==> config.mk <==
export PLATFORM = sky130hd
export DESIGN_NAME = timer_compare_capture_channel_ctrl
export DESIGN_NICKNAME = d
export VERILOG_FILES = /design/src/pkg/tcc_pkg.sv /design/src/pkg/pin_edge_if.sv /design/src/verilog/capture_pin_sync.sv /design/src/verilog/timer_compare_capture_channel_ctrl.sv
export SDC_FILE = /design/constraint.sdc
export NUM_CORES = 1
export LEC_CHECK = 0
export ABC_AREA = 1
export BUFFER_PORTS_ARGS = -buffer_cell sky130_fd_sc_hd__buf_2
export CORE_ASPECT_RATIO = 0.75
export CORE_MARGIN = 5
export CORE_UTILIZATION = 55
export CTS_CLUSTER_SIZE = 20
export DETAILED_ROUTE_END_ITERATION = 7
export GPL_TIMING_DRIVEN = 0
export PLACE_DENSITY_LB_ADDON = 0.3
export SYNTH_ARGS = -nofsm -noshare
export SYNTH_HDL_FRONTEND = slang
export SYNTH_SLANG_ARGS = --single-unit
==> constraint.sdc <==
create_clock -name pclk -period 2 [get_ports pclk]
set_input_delay 0.2 -clock pclk [delete_from_list [all_inputs] [get_ports pclk]]
set_output_delay 0.2 -clock pclk [all_outputs]
set_load 0.02 [all_outputs]
==> src/pkg/tcc_pkg.sv <==
/*
 * Constants, field layout and encodings of one compare/capture channel.
 * Assumes a 16-bit counter outside this block and a 32-bit APB master.
 */
// Functional notes
// - Sync select: 1 synchronous, 0 asynchronous capture
// - Buffer-load mode field; codes 5-7 reserved
// - Mode 0: load on next clock after write
// - Mode 1: load at MAX, zero, or both
// - Mode 2: load on match with buffer
// - Mode 3: load on wrap, or match/zero
// - Mode 4: load on match, force counter
// - Trigger source field used only when capturing
// - Trigger edge field picks capturing edges
// - Pin source: rise, fall or both edges
// - Source 2 to 3 rises, 3 to 2 falls
// - Edge code zero disables capture
// - Pair select uses both pair matches
// - Software mode drives high when level 1
// - Software mode drives low when level 0
// - Software level ignored in capture mode
package tcc_pkg;

    // ************************************************
    // Register map
    // ************************************************
    localparam logic [11:0] OFF_CTRL = 12'h000;
    localparam logic [11:0] OFF_VALUE = 12'h004;
    localparam logic [11:0] OFF_STAT = 12'h008;

    // ************************************************
    // Control fields
    // ************************************************
    localparam int POS_SYNC = 15;
    localparam int POS_BUF_MODE = 12;
    localparam int POS_SRC = 10;
    localparam int POS_EDGE = 8;
    localparam int POS_PAIR = 6;
    localparam int POS_SW_LEVEL = 5;
    localparam int POS_OUT_MODE = 2;
    localparam int POS_INVERT = 1;
    localparam int POS_CAP_MODE = 0;
    localparam logic [15:0] CTRL_WMASK = 16'hFF7F;
    localparam logic [15:0] CTRL_RESET = 16'h0000;
    localparam logic [15:0] VALUE_RESET = 16'h0000;
    localparam logic [15:0] ZERO_COUNT = 16'h0000;

    typedef enum logic [2:0] {
        BUF_ON_WRITE = 3'h0,
        BUF_AT_END = 3'h1,
        BUF_AT_MATCH = 3'h2,
        BUF_AT_WRAP = 3'h3,
        BUF_MATCH_RESTART = 3'h4,
        BUF_RSV5 = 3'h5,
        BUF_RSV6 = 3'h6,
        BUF_RSV7 = 3'h7
    } buf_mode_e;

    typedef enum logic [1:0] {
        SRC_PIN = 2'h0,
        SRC_NONE = 2'h1,
        SRC_SW_LOW = 2'h2,
        SRC_SW_HIGH = 2'h3
    } trig_src_e;

    typedef enum logic [1:0] {
        DIR_UP = 2'h0,
        DIR_DOWN = 2'h1,
        DIR_UPDOWN = 2'h2
    } count_dir_e;

endpackage : tcc_pkg

==> src/pkg/pin_edge_if.sv <==
/*
 * Carries the filtered capture pin level and its edge pulses.
 * Assumes producer and consumer share pclk.
 */
`timescale 1ns/100ps
interface pin_edge_if;
    logic level;
    logic rise;
    logic fall;
    modport source (output level, output rise, output fall);
    modport sink (input level, input rise, input fall);
endinterface : pin_edge_if

==> src/verilog/capture_pin_sync.sv <==
/*
 * Three-stage synchroniser and edge detector for the capture pin.
 * Assumes the pin is asynchronous to pclk.
 */
`timescale 1ns/100ps
module capture_pin_sync (
    input wire logic pclk,
    input wire logic presetn,
    input wire logic pin_raw,
    pin_edge_if.source ev
);

    typedef struct packed {
        logic s1;
        logic s2;
        logic s3;
        logic level;
        logic rise;
        logic fall;
    } sync_s;

    sync_s st_q;
    sync_s st_d;

    // ************************************************
    // Filter: a change counts once stages two and three agree
    // ************************************************
    always_comb begin
        st_d = st_q;
        st_d.s1 = pin_raw;
        st_d.s2 = st_q.s1;
        st_d.s3 = st_q.s2;
        st_d.rise = 1'b0;
        st_d.fall = 1'b0;
        if (st_q.s2 == st_q.s3 && st_q.s3 != st_q.level) begin
            st_d.level = st_q.s3;
            st_d.rise = st_q.s3;
            st_d.fall = ~st_q.s3;
        end
    end

    always_ff @(posedge pclk or negedge presetn) begin
        if (!presetn) begin
            st_q <= '0;
        end else begin
            st_q <= st_d;
        end
    end

    assign ev.level = st_q.level;
    assign ev.rise = st_q.rise;
    assign ev.fall = st_q.fall;

endmodule : capture_pin_sync

==> src/verilog/timer_compare_capture_channel_ctrl.sv <==
/*
 * One compare/capture channel control: APB registers, compare buffer
 * loading, capture triggering and timer output generation.
 * Assumes the counter, its direction and MAX value come from the timer
 * core on pclk, which serves as the timer count clock.
 */
// The APB register port and the register offsets are this design's own decisions.
`timescale 1ns/100ps
module timer_compare_capture_channel_ctrl #(
    parameter int CNT_W = 16
) (
    input wire logic pclk,
    input wire logic presetn,
    input wire logic psel,
    input wire logic penable,
    input wire logic pwrite,
    input wire logic [11:0] paddr,
    input wire logic [31:0] pwdata,
    output logic [31:0] prdata,
    output logic pready,
    output logic pslverr,
    input wire logic [CNT_W-1:0] counter_value,
    input wire logic [CNT_W-1:0] counter_max,
    input wire logic [1:0] count_dir,
    input wire logic partner_match,
    input wire logic capture_input_pin,
    output logic [CNT_W-1:0] compare_buffer,
    output logic match_out,
    output logic counter_force_zero,
    output logic counter_force_max,
    output logic capture_strobe,
    output logic timer_output_signal
);

    typedef struct packed {
        logic [15:0] ctrl;
        logic [CNT_W-1:0] value;
        logic [CNT_W-1:0] captured;
        logic [CNT_W-1:0] buffer;
        logic [CNT_W-1:0] cnt_d1;
        logic [CNT_W-1:0] cnt_d2;
        logic load_pend;
        logic out_lvl;
        logic match;
        logic force_zero;
        logic force_max;
        logic cap_pulse;
        logic tout;
        logic ready;
        logic slverr;
        logic [31:0] rdata;
    } chan_s;

    chan_s st_q;
    chan_s st_d;

    pin_edge_if pin_ev ();

    capture_pin_sync u_pin_sync (
        .pclk(pclk),
        .presetn(presetn),
        .pin_raw(capture_input_pin),
        .ev(pin_ev)
    );

    // ************************************************
    // Decoded control fields
    // ************************************************
    logic sync_sel;
    tcc_pkg::buf_mode_e buf_mode;
    tcc_pkg::trig_src_e trig_src;
    logic [1:0] trig_edge;
    logic pair_sel;
    logic sw_level;
    logic [2:0] out_mode;
    logic out_inv;
    logic cap_mode;
    tcc_pkg::count_dir_e dir;

    assign sync_sel = st_q.ctrl[tcc_pkg::POS_SYNC];
    assign buf_mode = tcc_pkg::buf_mode_e'(st_q.ctrl[tcc_pkg::POS_BUF_MODE +: 3]);
    assign trig_src = tcc_pkg::trig_src_e'(st_q.ctrl[tcc_pkg::POS_SRC +: 2]);
    assign trig_edge = st_q.ctrl[tcc_pkg::POS_EDGE +: 2];
    assign pair_sel = st_q.ctrl[tcc_pkg::POS_PAIR];
    assign sw_level = st_q.ctrl[tcc_pkg::POS_SW_LEVEL];
    assign out_mode = st_q.ctrl[tcc_pkg::POS_OUT_MODE +: 3];
    assign out_inv = st_q.ctrl[tcc_pkg::POS_INVERT];
    assign cap_mode = st_q.ctrl[tcc_pkg::POS_CAP_MODE];
    assign dir = tcc_pkg::count_dir_e'(count_dir);

    // ************************************************
    // APB access decode
    // ************************************************
    logic acc;
    logic wr_commit;
    logic wr_ctrl;
    logic wr_value;
    logic addr_ok;

    // One wait state: pready rises in the second access cycle
    assign acc = psel & penable;
    assign wr_commit = acc & st_q.ready & pwrite;
    assign wr_ctrl = wr_commit && paddr == tcc_pkg::OFF_CTRL;
    assign wr_value = wr_commit && paddr == tcc_pkg::OFF_VALUE;
    assign addr_ok = paddr == tcc_pkg::OFF_CTRL || paddr == tcc_pkg::OFF_VALUE
        || paddr == tcc_pkg::OFF_STAT;

    // ************************************************
    // Counter events
    // ************************************************
    logic at_zero;
    logic at_max;
    logic cmp_hit;

    assign at_zero = counter_value == tcc_pkg::ZERO_COUNT;
    assign at_max = counter_value == counter_max;
    assign cmp_hit = ~cap_mode & (counter_value == st_q.buffer);

    // ************************************************
    // Software trigger edges from source field writes
    // ************************************************
    logic [1:0] new_src;
    logic sw_rise;
    logic sw_fall;

    assign new_src = pwdata[tcc_pkg::POS_SRC +: 2];
    always_comb begin
        sw_rise = 1'b0;
        sw_fall = 1'b0;
        if (wr_ctrl) begin
            sw_rise = trig_src == tcc_pkg::SRC_SW_LOW
                && new_src == tcc_pkg::SRC_SW_HIGH;
            sw_fall = trig_src == tcc_pkg::SRC_SW_HIGH
                && new_src == tcc_pkg::SRC_SW_LOW;
        end
    end

    // ************************************************
    // Capture trigger
    // ************************************************
    logic trig_rise;
    logic trig_fall;
    logic cap_fire;

    always_comb begin
        trig_rise = 1'b0;
        trig_fall = 1'b0;
        unique case (trig_src)
            tcc_pkg::SRC_PIN: begin
                trig_rise = pin_ev.rise;
                trig_fall = pin_ev.fall;
            end
            tcc_pkg::SRC_NONE: begin
                trig_rise = 1'b0;
                trig_fall = 1'b0;
            end
            tcc_pkg::SRC_SW_LOW, tcc_pkg::SRC_SW_HIGH: begin
                trig_rise = sw_rise;
                trig_fall = sw_fall;
            end
        endcase
    end

    // Edge code bit 0 selects rising, bit 1 falling; zero disables
    assign cap_fire = cap_mode & ((trig_edge[0] & trig_rise)
        | (trig_edge[1] & trig_fall));

    // ************************************************
    // Compare buffer load timing
    // ************************************************
    logic load_ev;
    logic restart;

    always_comb begin
        load_ev = 1'b0;
        restart = 1'b0;
        unique case (buf_mode)
            tcc_pkg::BUF_ON_WRITE: begin
                load_ev = st_q.load_pend;
            end
            tcc_pkg::BUF_AT_END: begin
                unique case (dir)
                    tcc_pkg::DIR_UP: load_ev = at_max;
                    tcc_pkg::DIR_DOWN: load_ev = at_zero;
                    default: load_ev = at_zero | at_max;
                endcase
            end
            tcc_pkg::BUF_AT_MATCH: begin
                load_ev = cmp_hit;
            end
            tcc_pkg::BUF_AT_WRAP: begin
                unique case (dir)
                    tcc_pkg::DIR_UP: load_ev = at_zero;
                    tcc_pkg::DIR_DOWN: load_ev = at_max;
                    default: load_ev = cmp_hit | at_zero;
                endcase
            end
            tcc_pkg::BUF_MATCH_RESTART: begin
                load_ev = cmp_hit;
                restart = cmp_hit;
            end
            default: begin
                load_ev = 1'b0;
                restart = 1'b0;
            end
        endcase
        if (cap_mode) begin
            load_ev = 1'b0;
            restart = 1'b0;
        end
    end

    // ************************************************
    // Timer output events
    // ************************************************
    logic end_ev;
    logic set_ev;
    logic clr_ev;
    logic tgl_ev;
    logic next_lvl;

    assign end_ev = dir == tcc_pkg::DIR_DOWN ? at_zero : at_max;

    // Paired mode swaps the counter end event for the partner match in modes 2, 3, 6, 7; modes 1, 4, 5 add it to the compare hit
    always_comb begin
        set_ev = 1'b0;
        clr_ev = 1'b0;
        tgl_ev = 1'b0;
        next_lvl = st_q.out_lvl;
        unique case (out_mode)
            3'h7: begin
                clr_ev = cmp_hit;
                set_ev = pair_sel ? partner_match : end_ev;
            end
            3'h6: begin
                tgl_ev = cmp_hit;
                set_ev = pair_sel ? partner_match : end_ev;
            end
            3'h5: begin
                clr_ev = cmp_hit | (pair_sel & partner_match);
            end
            3'h4: begin
                tgl_ev = cmp_hit | (pair_sel & partner_match);
            end
            3'h3: begin
                set_ev = cmp_hit;
                clr_ev = pair_sel ? partner_match : end_ev;
            end
            3'h2: begin
                tgl_ev = cmp_hit;
                clr_ev = pair_sel ? partner_match : end_ev;
            end
            3'h1: begin
                set_ev = cmp_hit | (pair_sel & partner_match);
            end
            3'h0: begin
                set_ev = 1'b0;
            end
        endcase
        if (out_mode == 3'h0) begin
            next_lvl = sw_level;
        end else if (tgl_ev) begin
            next_lvl = ~st_q.out_lvl;
        end else if (set_ev) begin
            next_lvl = 1'b1;
        end else if (clr_ev) begin
            next_lvl = 1'b0;
        end
    end

    // ************************************************
    // Read data
    // ************************************************
    logic [31:0] rd_mux;

    always_comb begin
        rd_mux = 32'h0000_0000;
        if (paddr == tcc_pkg::OFF_CTRL) begin
            rd_mux[15:0] = st_q.ctrl & tcc_pkg::CTRL_WMASK;
        end else if (paddr == tcc_pkg::OFF_VALUE) begin
            rd_mux[CNT_W-1:0] = cap_mode ? st_q.captured : st_q.value;
        end else if (paddr == tcc_pkg::OFF_STAT) begin
            rd_mux[CNT_W-1:0] = st_q.buffer;
            rd_mux[16] = pin_ev.level;
            rd_mux[17] = st_q.load_pend;
        end
    end

    // ************************************************
    // Next state
    // ************************************************
    always_comb begin
        st_d = st_q;
        st_d.cnt_d1 = counter_value;
        st_d.cnt_d2 = st_q.cnt_d1;
        st_d.ready = acc & ~st_q.ready;
        st_d.slverr = acc & ~st_q.ready & ~addr_ok;
        st_d.rdata = (acc & ~st_q.ready & ~pwrite) ? rd_mux : 32'h0000_0000;
        if (wr_ctrl) begin
            st_d.ctrl = pwdata[15:0] & tcc_pkg::CTRL_WMASK;
        end
        if (wr_value) begin
            st_d.value = pwdata[CNT_W-1:0];
        end
        // A write in the load cycle stays pending for the next edge
        if (wr_value) begin
            st_d.load_pend = 1'b1;
        end else if (load_ev) begin
            st_d.load_pend = 1'b0;
        end
        if (load_ev) begin
            st_d.buffer = st_q.value;
        end
        st_d.match = cmp_hit;
        st_d.force_zero = restart & (dir != tcc_pkg::DIR_DOWN);
        st_d.force_max = restart & (dir == tcc_pkg::DIR_DOWN);
        // Async mode keeps the count from two cycles before the filtered edge,
        // sync mode the count at the filtered edge
        st_d.cap_pulse = cap_fire;
        if (cap_fire) begin
            st_d.captured = sync_sel ? counter_value : st_q.cnt_d2;
        end
        if (!cap_mode) begin
            st_d.out_lvl = next_lvl;
        end
        st_d.tout = cap_mode ? 1'b0 : (st_d.out_lvl ^ out_inv);
    end

    always_ff @(posedge pclk or negedge presetn) begin
        if (!presetn) begin
            st_q <= '0;
            st_q.ctrl <= tcc_pkg::CTRL_RESET;
            st_q.value <= tcc_pkg::VALUE_RESET;
        end else begin
            st_q <= st_d;
        end
    end

    // ************************************************
    // Outputs
    // ************************************************
    assign prdata = st_q.rdata;
    assign pready = st_q.ready;
    assign pslverr = st_q.slverr;
    assign compare_buffer = st_q.buffer;
    assign match_out = st_q.match;
    assign counter_force_zero = st_q.force_zero;
    assign counter_force_max = st_q.force_max;
    assign capture_strobe = st_q.cap_pulse;
    assign timer_output_signal = st_q.tout;

endmodule : timer_compare_capture_channel_ctrl

=== Word-level counts from Yosys, hierarchy flattened ===
Index checks and enable logic that the tools add are counted.

* Bits in registers: 128
* Word-level logic and storage cells: 121
* Bits of input ports: 85
* Output and inout port bits: 55

* Reduce and logical (&&, ||, !) cells: 19
* Equality and inequality tests: 24
* Bitwise logic cells: 24
* Multiplexer cells: 32

{| class="wikitable"
|+ Operator list
! kind !! number
|-
| 16-bit 2-to-1 mux || 4
|-
| 18-bit 2-to-1 mux || 2
|-
| 16-bit equality test || 2
|-
| 16-bit logical NOT || 1
|-
| 3-bit equality test (second input constant) || 5
|-
| 1-bit 2-to-1 mux || 15
|-
| 1-bit bitwise AND || 13
|-
| 12-bit by 3-bit equality test with 1-bit output (second input constant) || 1
|-
| 12-bit by 4-bit equality test with 1-bit output (second input constant) || 1
|-
| 3-bit by 2-bit equality test with 1-bit output (second input constant) || 4
|-
| 12-bit logical NOT || 1
|-
| 1-bit case mux with 3 select lines || 4
|-
| 2-bit OR reduction || 5
|-
| 2-bit equality test (second input constant) || 4
|-
| 3-bit by 1-bit equality test with 1-bit output (second input constant) || 2
|-
| 3-bit logical NOT || 2
|-
| 2-bit 2-to-1 mux || 3
|-
| 1-bit NOT || 6
|-
| 1-bit case mux with 2 select lines || 3
|-
| 1-bit logical AND || 5
|-
| 2-bit by 1-bit equality test with 1-bit output (second input constant) || 2
|-
| 2-bit logical NOT || 2
|-
| 1-bit OR || 4
|-
| 1-bit case mux with 4 select lines || 1
|-
| 6 further kinds || 7
|}

=== Longest topological paths before layout ===
Gate-level depths: netlist of run 1.

* Depth in word-level cells: 11
* Gate-level depth with buffers: 17
* Mapped depth without buffers: 17

=== By module ===
A second synthesis of run 1 with hierarchy kept.

* Cells, all modules: 727
* Area total of the unflattened synthesis: 6,301.0 um2

{| class="wikitable"
|+ Modules (own cells, without submodules)
! module !! area an instance (um2) !! instances !! cells an instance !! sequential area each (um2)
|-
| timer_compare_capture_channel_ctrl || 6,125.9 || 1 || 715 || 3,052.9
|-
| capture_pin_sync || 175.2 || 1 || 12 || 150.1
|}

=== Least setup slack after synthesis of run 1 ===
OpenSTA, ideal clock, no wires.

* Kind: register to register
* Start point: register st_q (netlist bit compare_buffer[10])
* End point: register st_q (netlist bit compare_buffer[11])
* Setup slack: 0.230 ns
* Library setup time: 0.119 ns
* Path buffers: 1
* Cell stages (with the launch flop): 15
* Arrival: 1.651 ns
* Data required time: 1.881 ns
* Period minus slack after synthesis: 1.770 ns
* Path through: dfrtp_1 > inv_1 > nand2_1 > nand2_1 > nor2_2 > nand2_1 > nor2_2 > nand3_2 > inv_2 > o21ai_2 > a211oi_4 > nand2_2 > buf_6 > nor2_2 > a21oi_2

* Longest elaborated chain between the ends: 6

{| class="wikitable"
|+ Ends and longest elaborated chain
! element !! RTL line !! text
|-
| from (decl) || timer_compare_capture_channel_ctrl.sv:54 || <nowiki>chan_s st_q;</nowiki>
|-
| from (signal assigned) || timer_compare_capture_channel_ctrl.sv:335 || <nowiki>st_q <= st_d;</nowiki>
|-
| 16-bit equality test * || timer_compare_capture_channel_ctrl.sv:117 || <nowiki>assign cmp_hit = ~cap_mode & (counter_value == st_q.buffer);</nowiki>
|-
| 1-bit bitwise AND * || timer_compare_capture_channel_ctrl.sv:117 ||
|-
| net cmp_hit || timer_compare_capture_channel_ctrl.sv:113 || <nowiki>logic cmp_hit;</nowiki>
|-
| 1-bit OR || timer_compare_capture_channel_ctrl.sv:195 || <nowiki>default: load_ev = cmp_hit | at_zero;</nowiki>
|-
| 1-bit case mux with 2 select lines || timer_compare_capture_channel_ctrl.sv:192 || <nowiki>unique case (dir)</nowiki>
|-
| 1-bit case mux with 4 select lines * || timer_compare_capture_channel_ctrl.sv:177 || <nowiki>unique case (buf_mode)</nowiki>
|-
| 1-bit 2-to-1 mux * || timer_compare_capture_channel_ctrl.sv:207 || <nowiki>if (cap_mode) begin</nowiki>
|}

The timed path passes the listed nets; every way through them passes the cells marked *.
A chain may end at the register's enable or synchronous reset.

=== Worst setup path in the final report of run 1 ===
* Start point: register st_q (netlist bit compare_buffer[12])
* End point: register st_q (netlist bit compare_buffer[5])

The elaborated chain is that of the path after synthesis.

==> flow_summary.ini, run 1 <==
[timing]
rsz0062_at_grt = true
fin_crit_sh = 1.11
finClkSkew_ps = 5.57
setup_ws_ps = -228
worst_slew_pin_slew_ps = 651
setup_viol = 19
post-route-min-period_ps = 2230
maxSlewHeadroom = 0.566
hold_ws_ps = 27.4
finalHoldViolCount = 0
tns_ps = -3060
slew_viol_final = 0
max_clock_freq_mhz = 449

[routing]
ant_nets = 0
vias = 5739
routed_wl_um = 18800
dr.pass1.iters = 5
avgViaCountPerCell = 5.44
wl_per_cell_um = 17.8
drt_iter0_markers = 560
route.detailed.drc = 0

[floorplan]
num_rows = 34
die_h_um = 103
die_w_um = 134
start_util = 0.554
core_um2 = 11400
ios = 140
dieArea_um2 = 13800

[critical_path]
cpMostUsedCell = nand2_1
slowest_delay_ps = 380
worstPathRequired_ps = 2310
startpoint_type = flip-flop
worst-path-buf-inv = 3
cp_top_family = simple AND/OR/NAND/NOR gates
criticalPathCategory = reg -> reg
cp_slowest_cell = dfrtp_1
path_cells = inv_1 > nand2_1 > nand2_1 > nor2_2 > nand2_1 > nor2_4 > nand3_4 > inv_4 > o21ai_4 > a211oi_4 > nand2_4 > clkbuf_16 > nor2_4 > a21oi_2
critPathCaptureType = flip-flop
crit_arrival_ps = 2540
worst-path-max-fanout = 6

[synthesis]
yosys_warnings = 0
async_reset_ff_frac = 1.00
yosysUniqueCellTypes = 36
synth_top_area_share = 0.505
syn_inst = 708
yosysTopAreaCell = dfrtp_1
synth_edf_count = 0
syn_area_per_cell_um2 = 8.95
synth-seq-area-share = 0.505
synthTopCellsByArea = dfrtp_1, nand2_1, buf_4
synthFlopType = dfrtp_1
ys_ff_latch = 128
netlist_area_um2 = 6340

[clock_tree]
cts_max_level = 4
cts_tree = yes
cts_sinks = 128
clock_path_buffers = 2
cts-root-buf = clkbuf_16
clk_pin_slew_ps = 60
numCtsBuffers = 17
clock_latency_ps = 420

[finish]
drive_gt1_frac = 0.389
fillers = 771
final_cells = 1054
fin_nets = 982
area_growth_pct = 35.2
antenna_cells = 0

[job]
drv_cap = 0

[global_routing]
antenna_found_initial = 0
grtUsageTotal = 0.265
grt.overflow.total = 0
grt_max_degree = 83
grt_pass1_vias = 5593
grt_pass1_wl_um = 28100

[min_path]
hp-class = in -> reg

[status]
status = finished, violations left
violations = negative setup slack

[power]
peakVddDrop_uv = 653
power_density_nw_per_um2 = 766
total_leakage_power_uw = 0.00461

[placement]
place_ws_ps = -170
numPortBuffers = 109
hpwl_um = 12300
place.gp.congestion = 0.905
dpl.cell_count = 975
[worst min-delay path, delay by kind of cell]
kind | cells | cell delay (ps)
AO/OA/AOI/OAI | 1 | 60
buffers and inverters | 1 | 100
AND/OR/NAND/NOR | 1 | 50
[path summary, 6_finish.rpt]
kind	startpoint	endpoint	slack (ps)	cells past startpoint
min	pwdata[4]	out_mode[2]$_DFFE_PN0P_	30	3
min in group asynchronous	presetn	st_d[42]$_DFF_PN0_	280	2
min reg2reg	st_d[51]$_DFF_PN0_	st_q[51]$_DFF_PN0_	350	0
max reg2reg	compare_buffer[12]$_DFFE_PN0P_	compare_buffer[5]$_DFFE_PN0P_	-230	14
max	compare_buffer[12]$_DFFE_PN0P_	compare_buffer[5]$_DFFE_PN0P_	-230	14
max in group asynchronous	presetn	prdata[10]$_DFF_PN0_	960	3
[cells in the mapped netlist (3+ instances only)]
cell type and instances:
o211ai_1 15, clkbuf_1 13, mux2_2 12, o221ai_1 12, mux2i_1 12, nand2_1 178
a21oi_1 9, nor2_2 18, inv_2 14, nand4_1 10, o21ai_0 37, o21ai_2 17
nor3_1 11, buf_4 49, buf_6 5, nor2_1 40, nand2_2 4, dfrtp_1 128
buf_2 3, inv_1 73, o311ai_0 3, nand3_1 15, a21oi_2 14
[timing repair]
action / in CTS / in global routing
endpoints found under the setup margin: 27 / 38
pin swaps: 2 / 21
hold buffers: 18 / 0
cloned: 1 / 3
hold endpoints to repair: 63 / 0
resized for setup: 18 / 61
buffers inserted: 11 / 14
[cell usage in the layout, fill, tap and decap left out, drive strengths merged, types with 14 or more instances in the layout]
cell type,n
buf,192
a21oi,23
nand2,182
inv,88
nand3,18
dfrtp,128
conb,14
clkbuf,37
o21ai,55
dlygate4sd3,18
nor2,60
o211ai,15
[state kept, by name, indices dropped and copies added, names as in the netlist, 2 cells and up]
| signal | count |
|---|---|
| buf_mode | 3 |
| st_q | 56 |
| prdata | 18 |
| u_pin_sync.st_d | 2 |
| compare_buffer | 16 |
| st_d | 16 |
| out_mode | 3 |
[cell families (layout without fill, tap and decap cells)]
family                 after synthesis  count (layout)  share of synthesized area
buffers and inverters              157             346                      0.129
flip-flops                         128             128                      0.505
AO/OA/AOI/OAI                      112             112                      0.128
AND/OR/NAND/NOR                    284             284                      0.194
multiplexers                        24              24                     0.0403
XOR/XNOR                             2               2                    0.00276
other                                1              14                   0.000592
[cell type report]
class	instances	area (µm²)	area share
buffer	70	524	0.0612
clock buffer	20	467	0.0545
clock inverter	12	205	0.0239
inverter	87	329	0.0384
multi-input combinational	436	2600	0.304
sequential	128	3200	0.374
tap	144	180	0.0210
timing repair buffer	157	1060	0.123
[routing by layer]
| layer | vias to the layer above | wire length (µm) | part of all wire | GRT usage |
|---|---|---|---|---|
| met4 | 0 | 482 | 0.026 | 0.0949 |
| met3 | 48 | 1630 | 0.087 | 0.0698 |
| met2 | 300 | 9060 | 0.48 | 0.442 |
| met1 | 2787 | 7590 | 0.40 | 0.339 |
| met5 | - | 0 | 0 | 0 |
| li1 | 2604 | - | - | - |
[where the power goes]
group          internal (µW)  total, µW  switching [µW]
clock network           2320       3530            1210
logic                    146        386             239
registers               2630       2650            17.7
[per-stage QoR]
stage	util	power [µW]	instance area, µm²
4_1_cts	0.715	6530	8180
5_1_grt	0.749	6730	8570
6_report	0.749	6560	8570
3_3_place_gp	0.621	3020	7110
2_1_floorplan	-	2850	6390
3_5_place_dp	0.624	3040	7150
Power figures use the tool's default switching activity.
==> run 2: changes to the inputs <==
--- a/config.mk
+++ b/config.mk
@@ -5,11 +5,10 @@
 export SDC_FILE = /design/constraint.sdc
 export NUM_CORES = 1
 export LEC_CHECK = 0
-export ABC_AREA = 1
 export BUFFER_PORTS_ARGS = -buffer_cell sky130_fd_sc_hd__buf_2
 export CORE_ASPECT_RATIO = 0.75
 export CORE_MARGIN = 5
-export CORE_UTILIZATION = 55
+export CORE_UTILIZATION = 54
 export CTS_CLUSTER_SIZE = 20
 export DETAILED_ROUTE_END_ITERATION = 7
 export GPL_TIMING_DRIVEN = 0
==> constraint.sdc (replaced) <==
create_clock -name pclk -period 2 [get_ports pclk]
set_input_delay 0.2 -clock pclk [delete_from_list [all_inputs] [get_ports pclk]]
set_output_delay 0.2 -clock pclk [all_outputs]
set_load 0.1 [all_outputs]
==> run 2 against run 1 <==
The run still ends with negative setup slack left. Critical path depth fell by 5. Via count fell by 21%. Sequential share of layout area rose by 3.5 points. Routed wire length fell by 13%. Worst hold slack got worse by 7.9 ps. Non-clock buffer count fell by 18. Sequential power barely moved. Global-route usage fell by 1.9 points. Largest cell class unchanged. Largest power group unchanged.
==> flow_summary.ini, run 2 <==
[floorplan]
die_h_um = 101
start_util = 0.549
num_rows = 33
die_w_um = 132
ios = 140
dieArea_um2 = 13300
core_um2 = 10900

[synthesis]
synthTopCellsByCount = dfrtp_1, mux2_2, buf_4
synth-seq-area-share = 0.535
synthFlopType = dfrtp_1
yosysMostFrequentCell = dfrtp_1
yosysTopAreaCell = dfrtp_1
syn_inst = 495
synthTopCellsByArea = dfrtp_1, mux2_2, buf_4
synth_edf_count = 0
yosys_warnings = 0
syn_area_per_cell_um2 = 12.1
async_reset_ff_frac = 1.00
synth_top_area_share = 0.535
yosysUniqueCellTypes = 43
netlist_area_um2 = 5990
ys_ff_latch = 128

[routing]
ant_nets = 0
avgViaCountPerCell = 5.52
routed_wl_um = 16300
vias = 4544
drt_iter0_markers = 460
wl_per_cell_um = 19.8
route.detailed.drc = 0
dr.pass1.iters = 6

[power]
power_density_nw_per_um2 = 799
total_leakage_power_uw = 0.00413
swShare = 0.231
p_int_uw = 4840
peakVddDrop_uv = 655
net-switching-power_uw = 1450
clkPwrFrac = 0.500
fin_total_pwr_uw = 6290
seqPwrFrac = 0.421
combPwrFrac = 0.079

[min_path]
worst_hold_startpoint = counter_value[9]
hp-class = in -> reg

[finish]
stdcell_area_um2 = 7870
drive_gt1_frac = 0.467
antenna_cells = 0
area_growth_pct = 31.4
final_cell_mix = dfrtp_1, buf_2, buf_4
top_register = st_q
layout_commonest_cell = dfrtp_1
fin_nets = 755
largest_reg_flops = 56
fillers = 755

[placement]
place.gp.congestion = 0.838
placed_area_um2 = 6830
hpwl_um = 10900
numPortBuffers = 108

[critical_path]
startpoint_type = flip-flop
critPathLaunch = compare_buffer[13]$_DFFE_PN0P_
criticalPathCategory = reg -> reg
rr_startpoint = compare_buffer[13]$_DFFE_PN0P_
crit_arrival_ps = 2750
worst-path-max-fanout = 10
worstPathRequired_ps = 2290
critPathCaptureType = flip-flop

[timing]
setup_viol = 19
rsz0062_at_grt = true
setup_ws_ps = -463
fin_crit_sh = 1.23
max_clock_freq_mhz = 406
post-route-min-period_ps = 2460
tns_ps = -7950
finClkSkew_ps = 6.18
slew_viol_final = 0
worst_slew_pin_slew_ps = 834
maxSlewHeadroom = 0.439
finalHoldViolCount = 0

[clock_tree]
cts_tree = yes
cts-root-buf = clkbuf_16
clock_path_buffers = 2
cts_max_level = 4
numCtsBuffers = 17
cts_sinks = 128
clock_latency_ps = 410
clk_pin_slew_ps = 50

[global_routing]
grt_pass1_vias = 4710
grt.overflow.total = 0
grtUsageTotal = 0.246
antenna_found_initial = 0
grt_max_degree = 94
grt_pass1_wl_um = 25200

[status]
violations = negative setup slack
status = finished, violations left

[job]
drv_cap = 0
==> run 2: cell families after synthesis <==
| group | share of synthesized area |
|---|---|
| other | 0.000626 |
| AO/OA/AOI/OAI | 0.0620 |
| multiplexers | 0.177 |
| AND/OR/NAND/NOR | 0.0957 |
| XOR/XNOR | 0.0468 |
| flip-flops | 0.535 |
| buffers and inverters | 0.0829 |
==> run 2: cell type report <==
type,instances,area [µm²],share of cell area
timing repair buffer,144,893,0.114
clock buffer,21,470,0.0598
sequential,128,3210,0.408
inverter,12,45.0,0.00572
multi-input combinational,302,2470,0.313
buffer,65,469,0.0596
tap,140,175,0.0223
clock inverter,11,136,0.0173
==> run 2: power by group through the flow <==
stage	clock, µW	sequential (µW)	combinational, µW
after detailed placement	0	2700	462
after global placement	0	2690	446
final	3140	2650	498
after global routing	3290	2650	537
after CTS	3170	2650	492
after floorplan	0	2710	243
==> run 2: path summary, 6_finish.rpt <==
kind	endpoint	slack [ps]	depth (start not counted)
max in group asynchronous	compare_buffer[1]$_DFFE_PN0P_	980	3
max	compare_buffer[12]$_DFFE_PN0P_	-460	9
min	st_d[50]$_DFF_PN0_	20	1
min in group asynchronous	pready$_DFF_PN0_	250	2
min reg2reg	st_q[51]$_DFF_PN0_	350	0
max reg2reg	compare_buffer[12]$_DFFE_PN0P_	-460	9
==> run 2: repair_timing <==
item                                    in CTS  in global routing
buffers inserted                            12                  7
hold buffers                                15                  1
pin swaps                                   11                  9
endpoints found under the hold margin       49                  1
endpoints found under the setup margin      41                 45
gates resized for setup                     27                 10
==> run 2: worst max-delay path: stages, from the launching register on <==
cell	delay [ps]
dfrtp_2	430
xor2_1	160
nor4_2	290
nand3_1	200
or2_4	300
a31oi_1	140
o221a_1	220
buf_6	140
buf_12	150
mux2_4	310
==> run 2: stage by stage <==
stage	std cells	util	worst slack (ps)	hold WS (ps)
2_1_floorplan	508	-	-247	-95.6
3_3_place_gp	756	0.624	-1220	315
3_5_place_dp	757	0.627	-767	119
4_1_cts	815	0.714	-451	3.92
5_1_grt	823	0.722	-521	3.53
6_report	823	0.722	-463	19.4
==> run 2: routing by layer <==
layer	wire, µm	global-route usage
met3	1320	0.0685
met4	383	0.0893
met5	0	0
met1	6720	0.321
met2	7900	0.399
==> run 3: changes to the inputs <==
--- a/config.mk
+++ b/config.mk
@@ -6,9 +6,9 @@
 export NUM_CORES = 1
 export LEC_CHECK = 0
 export BUFFER_PORTS_ARGS = -buffer_cell sky130_fd_sc_hd__buf_2
-export CORE_ASPECT_RATIO = 0.75
+export CORE_ASPECT_RATIO = 1.5
 export CORE_MARGIN = 5
-export CORE_UTILIZATION = 54
+export CORE_UTILIZATION = 30
 export CTS_CLUSTER_SIZE = 20
 export DETAILED_ROUTE_END_ITERATION = 7
 export GPL_TIMING_DRIVEN = 0
==> run 3 against run 2 <==
The flow still finishes with violations (negative setup slack). Routed wire length grew 4.4%. First-iteration DRC count shrank 49%. Utilization shrank 32 points. Via count shrank 5.1%. Critical path depth is the same. Flip-flop and latch count is the same. Power shrank 4.9%. Worst hold slack lost 7.2 ps. Die area grew 72%. Combinational power is essentially flat. Cell area grew 0.81%. Fmax shrank 2.7%. Highest routed layer unchanged.
==> flow_summary.ini, run 3 (same netlist as run 2, synthesis figures left out) <==
[clock_tree]
clock_path_buffers = 2
cts_sinks = 128
cts_tree = yes
clock_latency_ps = 420
clk_pin_slew_ps = 50
numCtsBuffers = 17
cts-root-buf = clkbuf_16
cts_max_level = 4

[power]
fin_total_pwr_uw = 5990
total_leakage_power_uw = 0.00407
combPwrFrac = 0.083
power_density_nw_per_um2 = 754
peakVddDrop_uv = 542
p_int_uw = 4570
swShare = 0.236
net-switching-power_uw = 1410
seqPwrFrac = 0.443
clkPwrFrac = 0.474

[routing]
routed_wl_um = 17100
wl_per_cell_um = 18.2
vias = 4313
dr.pass1.iters = 5
avgViaCountPerCell = 4.61
route.detailed.drc = 0
drt_iter0_markers = 233
ant_nets = 0

[finish]
stdcell_area_um2 = 7930
final_cell_mix = dfrtp_1, buf_2, buf_4
fillers = 1937
fin_nets = 750
area_growth_pct = 32.5
layout_commonest_cell = dfrtp_1
largest_reg_flops = 56
post-route-util = 0.403
drive_gt1_frac = 0.456
antenna_cells = 0
top_register = st_q

[min_path]
min_to = st_d[49]$_DFF_PN0_
worst_hold_startpoint = counter_value[8]
hp-class = in -> reg
min_delay_path_depth = 1

[status]
violations = negative setup slack
status = finished, violations left

[critical_path]
criticalPathCategory = reg -> reg
worst-path-max-fanout = 7
rr_startpoint = compare_buffer[13]$_DFFE_PN0P_
startpoint_type = flip-flop
reg2reg_to = compare_buffer[4]$_DFFE_PN0P_
ff2ff_path_depth = 9
rrSetupSlack_ps = -530
worstPathRequired_ps = 2300
crit_arrival_ps = 2830
critPathCaptureType = flip-flop

[timing]
finalHoldViolCount = 0
post-route-min-period_ps = 2530
setup_ws_ps = -532
finClkSkew_ps = 5.44
setup_viol = 19
rsz0062_at_grt = true
worst_slew_pin_slew_ps = 642
slew_viol_final = 0
max_clock_freq_mhz = 395
fin_crit_sh = 1.27
maxSlewHeadroom = 0.568

[floorplan]
dieArea_um2 = 22900
num_rows = 63
die_h_um = 183
die_w_um = 125
start_util = 0.304
core_um2 = 19700
ios = 140

[placement]
place.gp.congestion = 0.812
numPortBuffers = 108
placed_area_um2 = 6980
hpwl_um = 12500

[global_routing]
grt.overflow.total = 0
grt_pass1_wl_um = 27000
grt_max_degree = 83
grtUsageTotal = 0.152
grt_pass1_vias = 4732
antenna_found_initial = 0

[job]
drv_cap = 0
[run 3: cell types whose count changed in the layout (fill, tap and decap cells not counted), moves of 2 or more]
cell and delta:
buf_4 -4, bufinv_16 -2, clkbuf_1 +2, clkinv_2 -3, o21ai_1 -2
[run 3: layout make-up]
cell class | count | area, µm² | share of cell area
Buffer | 64 | 462 | 0.0582
Clock buffer | 23 | 478 | 0.0602
Clock inverter | 6 | 60.1 | 0.00757
Inverter | 12 | 45.0 | 0.00568
Multi-Input combinational cell | 302 | 2470 | 0.312
Sequential cell | 128 | 3210 | 0.405
Tap cell | 260 | 325 | 0.0410
Timing Repair Buffer | 140 | 877 | 0.111
[run 3: power groups by stage]
| stage | Sequential, µW | Clock (µW) | Combinational, µW |
|---|---|---|---|
| final | 2650 | 2840 | 500 |
| after floorplan | 2710 | 0 | 243 |
| after global routing | 2650 | 2980 | 541 |
| after CTS | 2650 | 2880 | 504 |
| after global placement | 2690 | 0 | 458 |
| after detailed placement | 2700 | 0 | 473 |
[run 3: worst max-delay path by stage]
stage	startpoint	endpoint	slack, ps
2_1_floorplan	compare_buffer[3]$_DFFE_PN0P_	compare_buffer[10]$_DFFE_PN0P_	-250
3_3_place_gp	presetn	pready$_DFF_PN0_	-1340
3_5_place_dp	counter_value[6]	compare_buffer[13]$_DFFE_PN0P_	-1160
4_1_cts	compare_buffer[1]$_DFFE_PN0P_	compare_buffer[13]$_DFFE_PN0P_	-500
5_1_grt	compare_buffer[8]$_DFFE_PN0P_	compare_buffer[4]$_DFFE_PN0P_	-570
6_report	compare_buffer[13]$_DFFE_PN0P_	compare_buffer[4]$_DFFE_PN0P_	-530
[run 3: timing repair]
item                                    CTS  global route
endpoints found under the setup margin   48            33
resized for setup                        25             8
pin swaps                                12             5
setup buffers                            12             2
cloned                                    0             1
hold buffers                             16             0
endpoints found under the hold margin    61             0
[run 3: metal layers]
layer  up-vias  routed length, µm  track usage
li1       2015                  -            -
met3        46                643       0.0312
met1      2125               6470        0.163
met5         -                  0            0
met4         0                693       0.0803
met2       127               9240        0.281
[run 3: stage by stage]
step / TNS (ps) / worst slack [ps] / std cells / hold WS (ps)
after detailed placement: -33080 / -1160 / 877 / 167
final: -9530 / -532 / 935 / 12.3
after global routing: -10400 / -570 / 935 / 5.19
after CTS: -8730 / -505 / 933 / 5.23
after global placement: -149520 / -1340 / 876 / 312
after floorplan: -5150 / -247 / 508 / -95.6
[run 3: critical path, cell delays in order, from the launching register on]
cell and delay, ps:
dfrtp_2 460, xor2_1 160, nor4_1 310, nand3_1 230, or2_4 300, a21oi_1 140, o221a_1 230, buf_6 150
buf_12 140, mux2_4 300
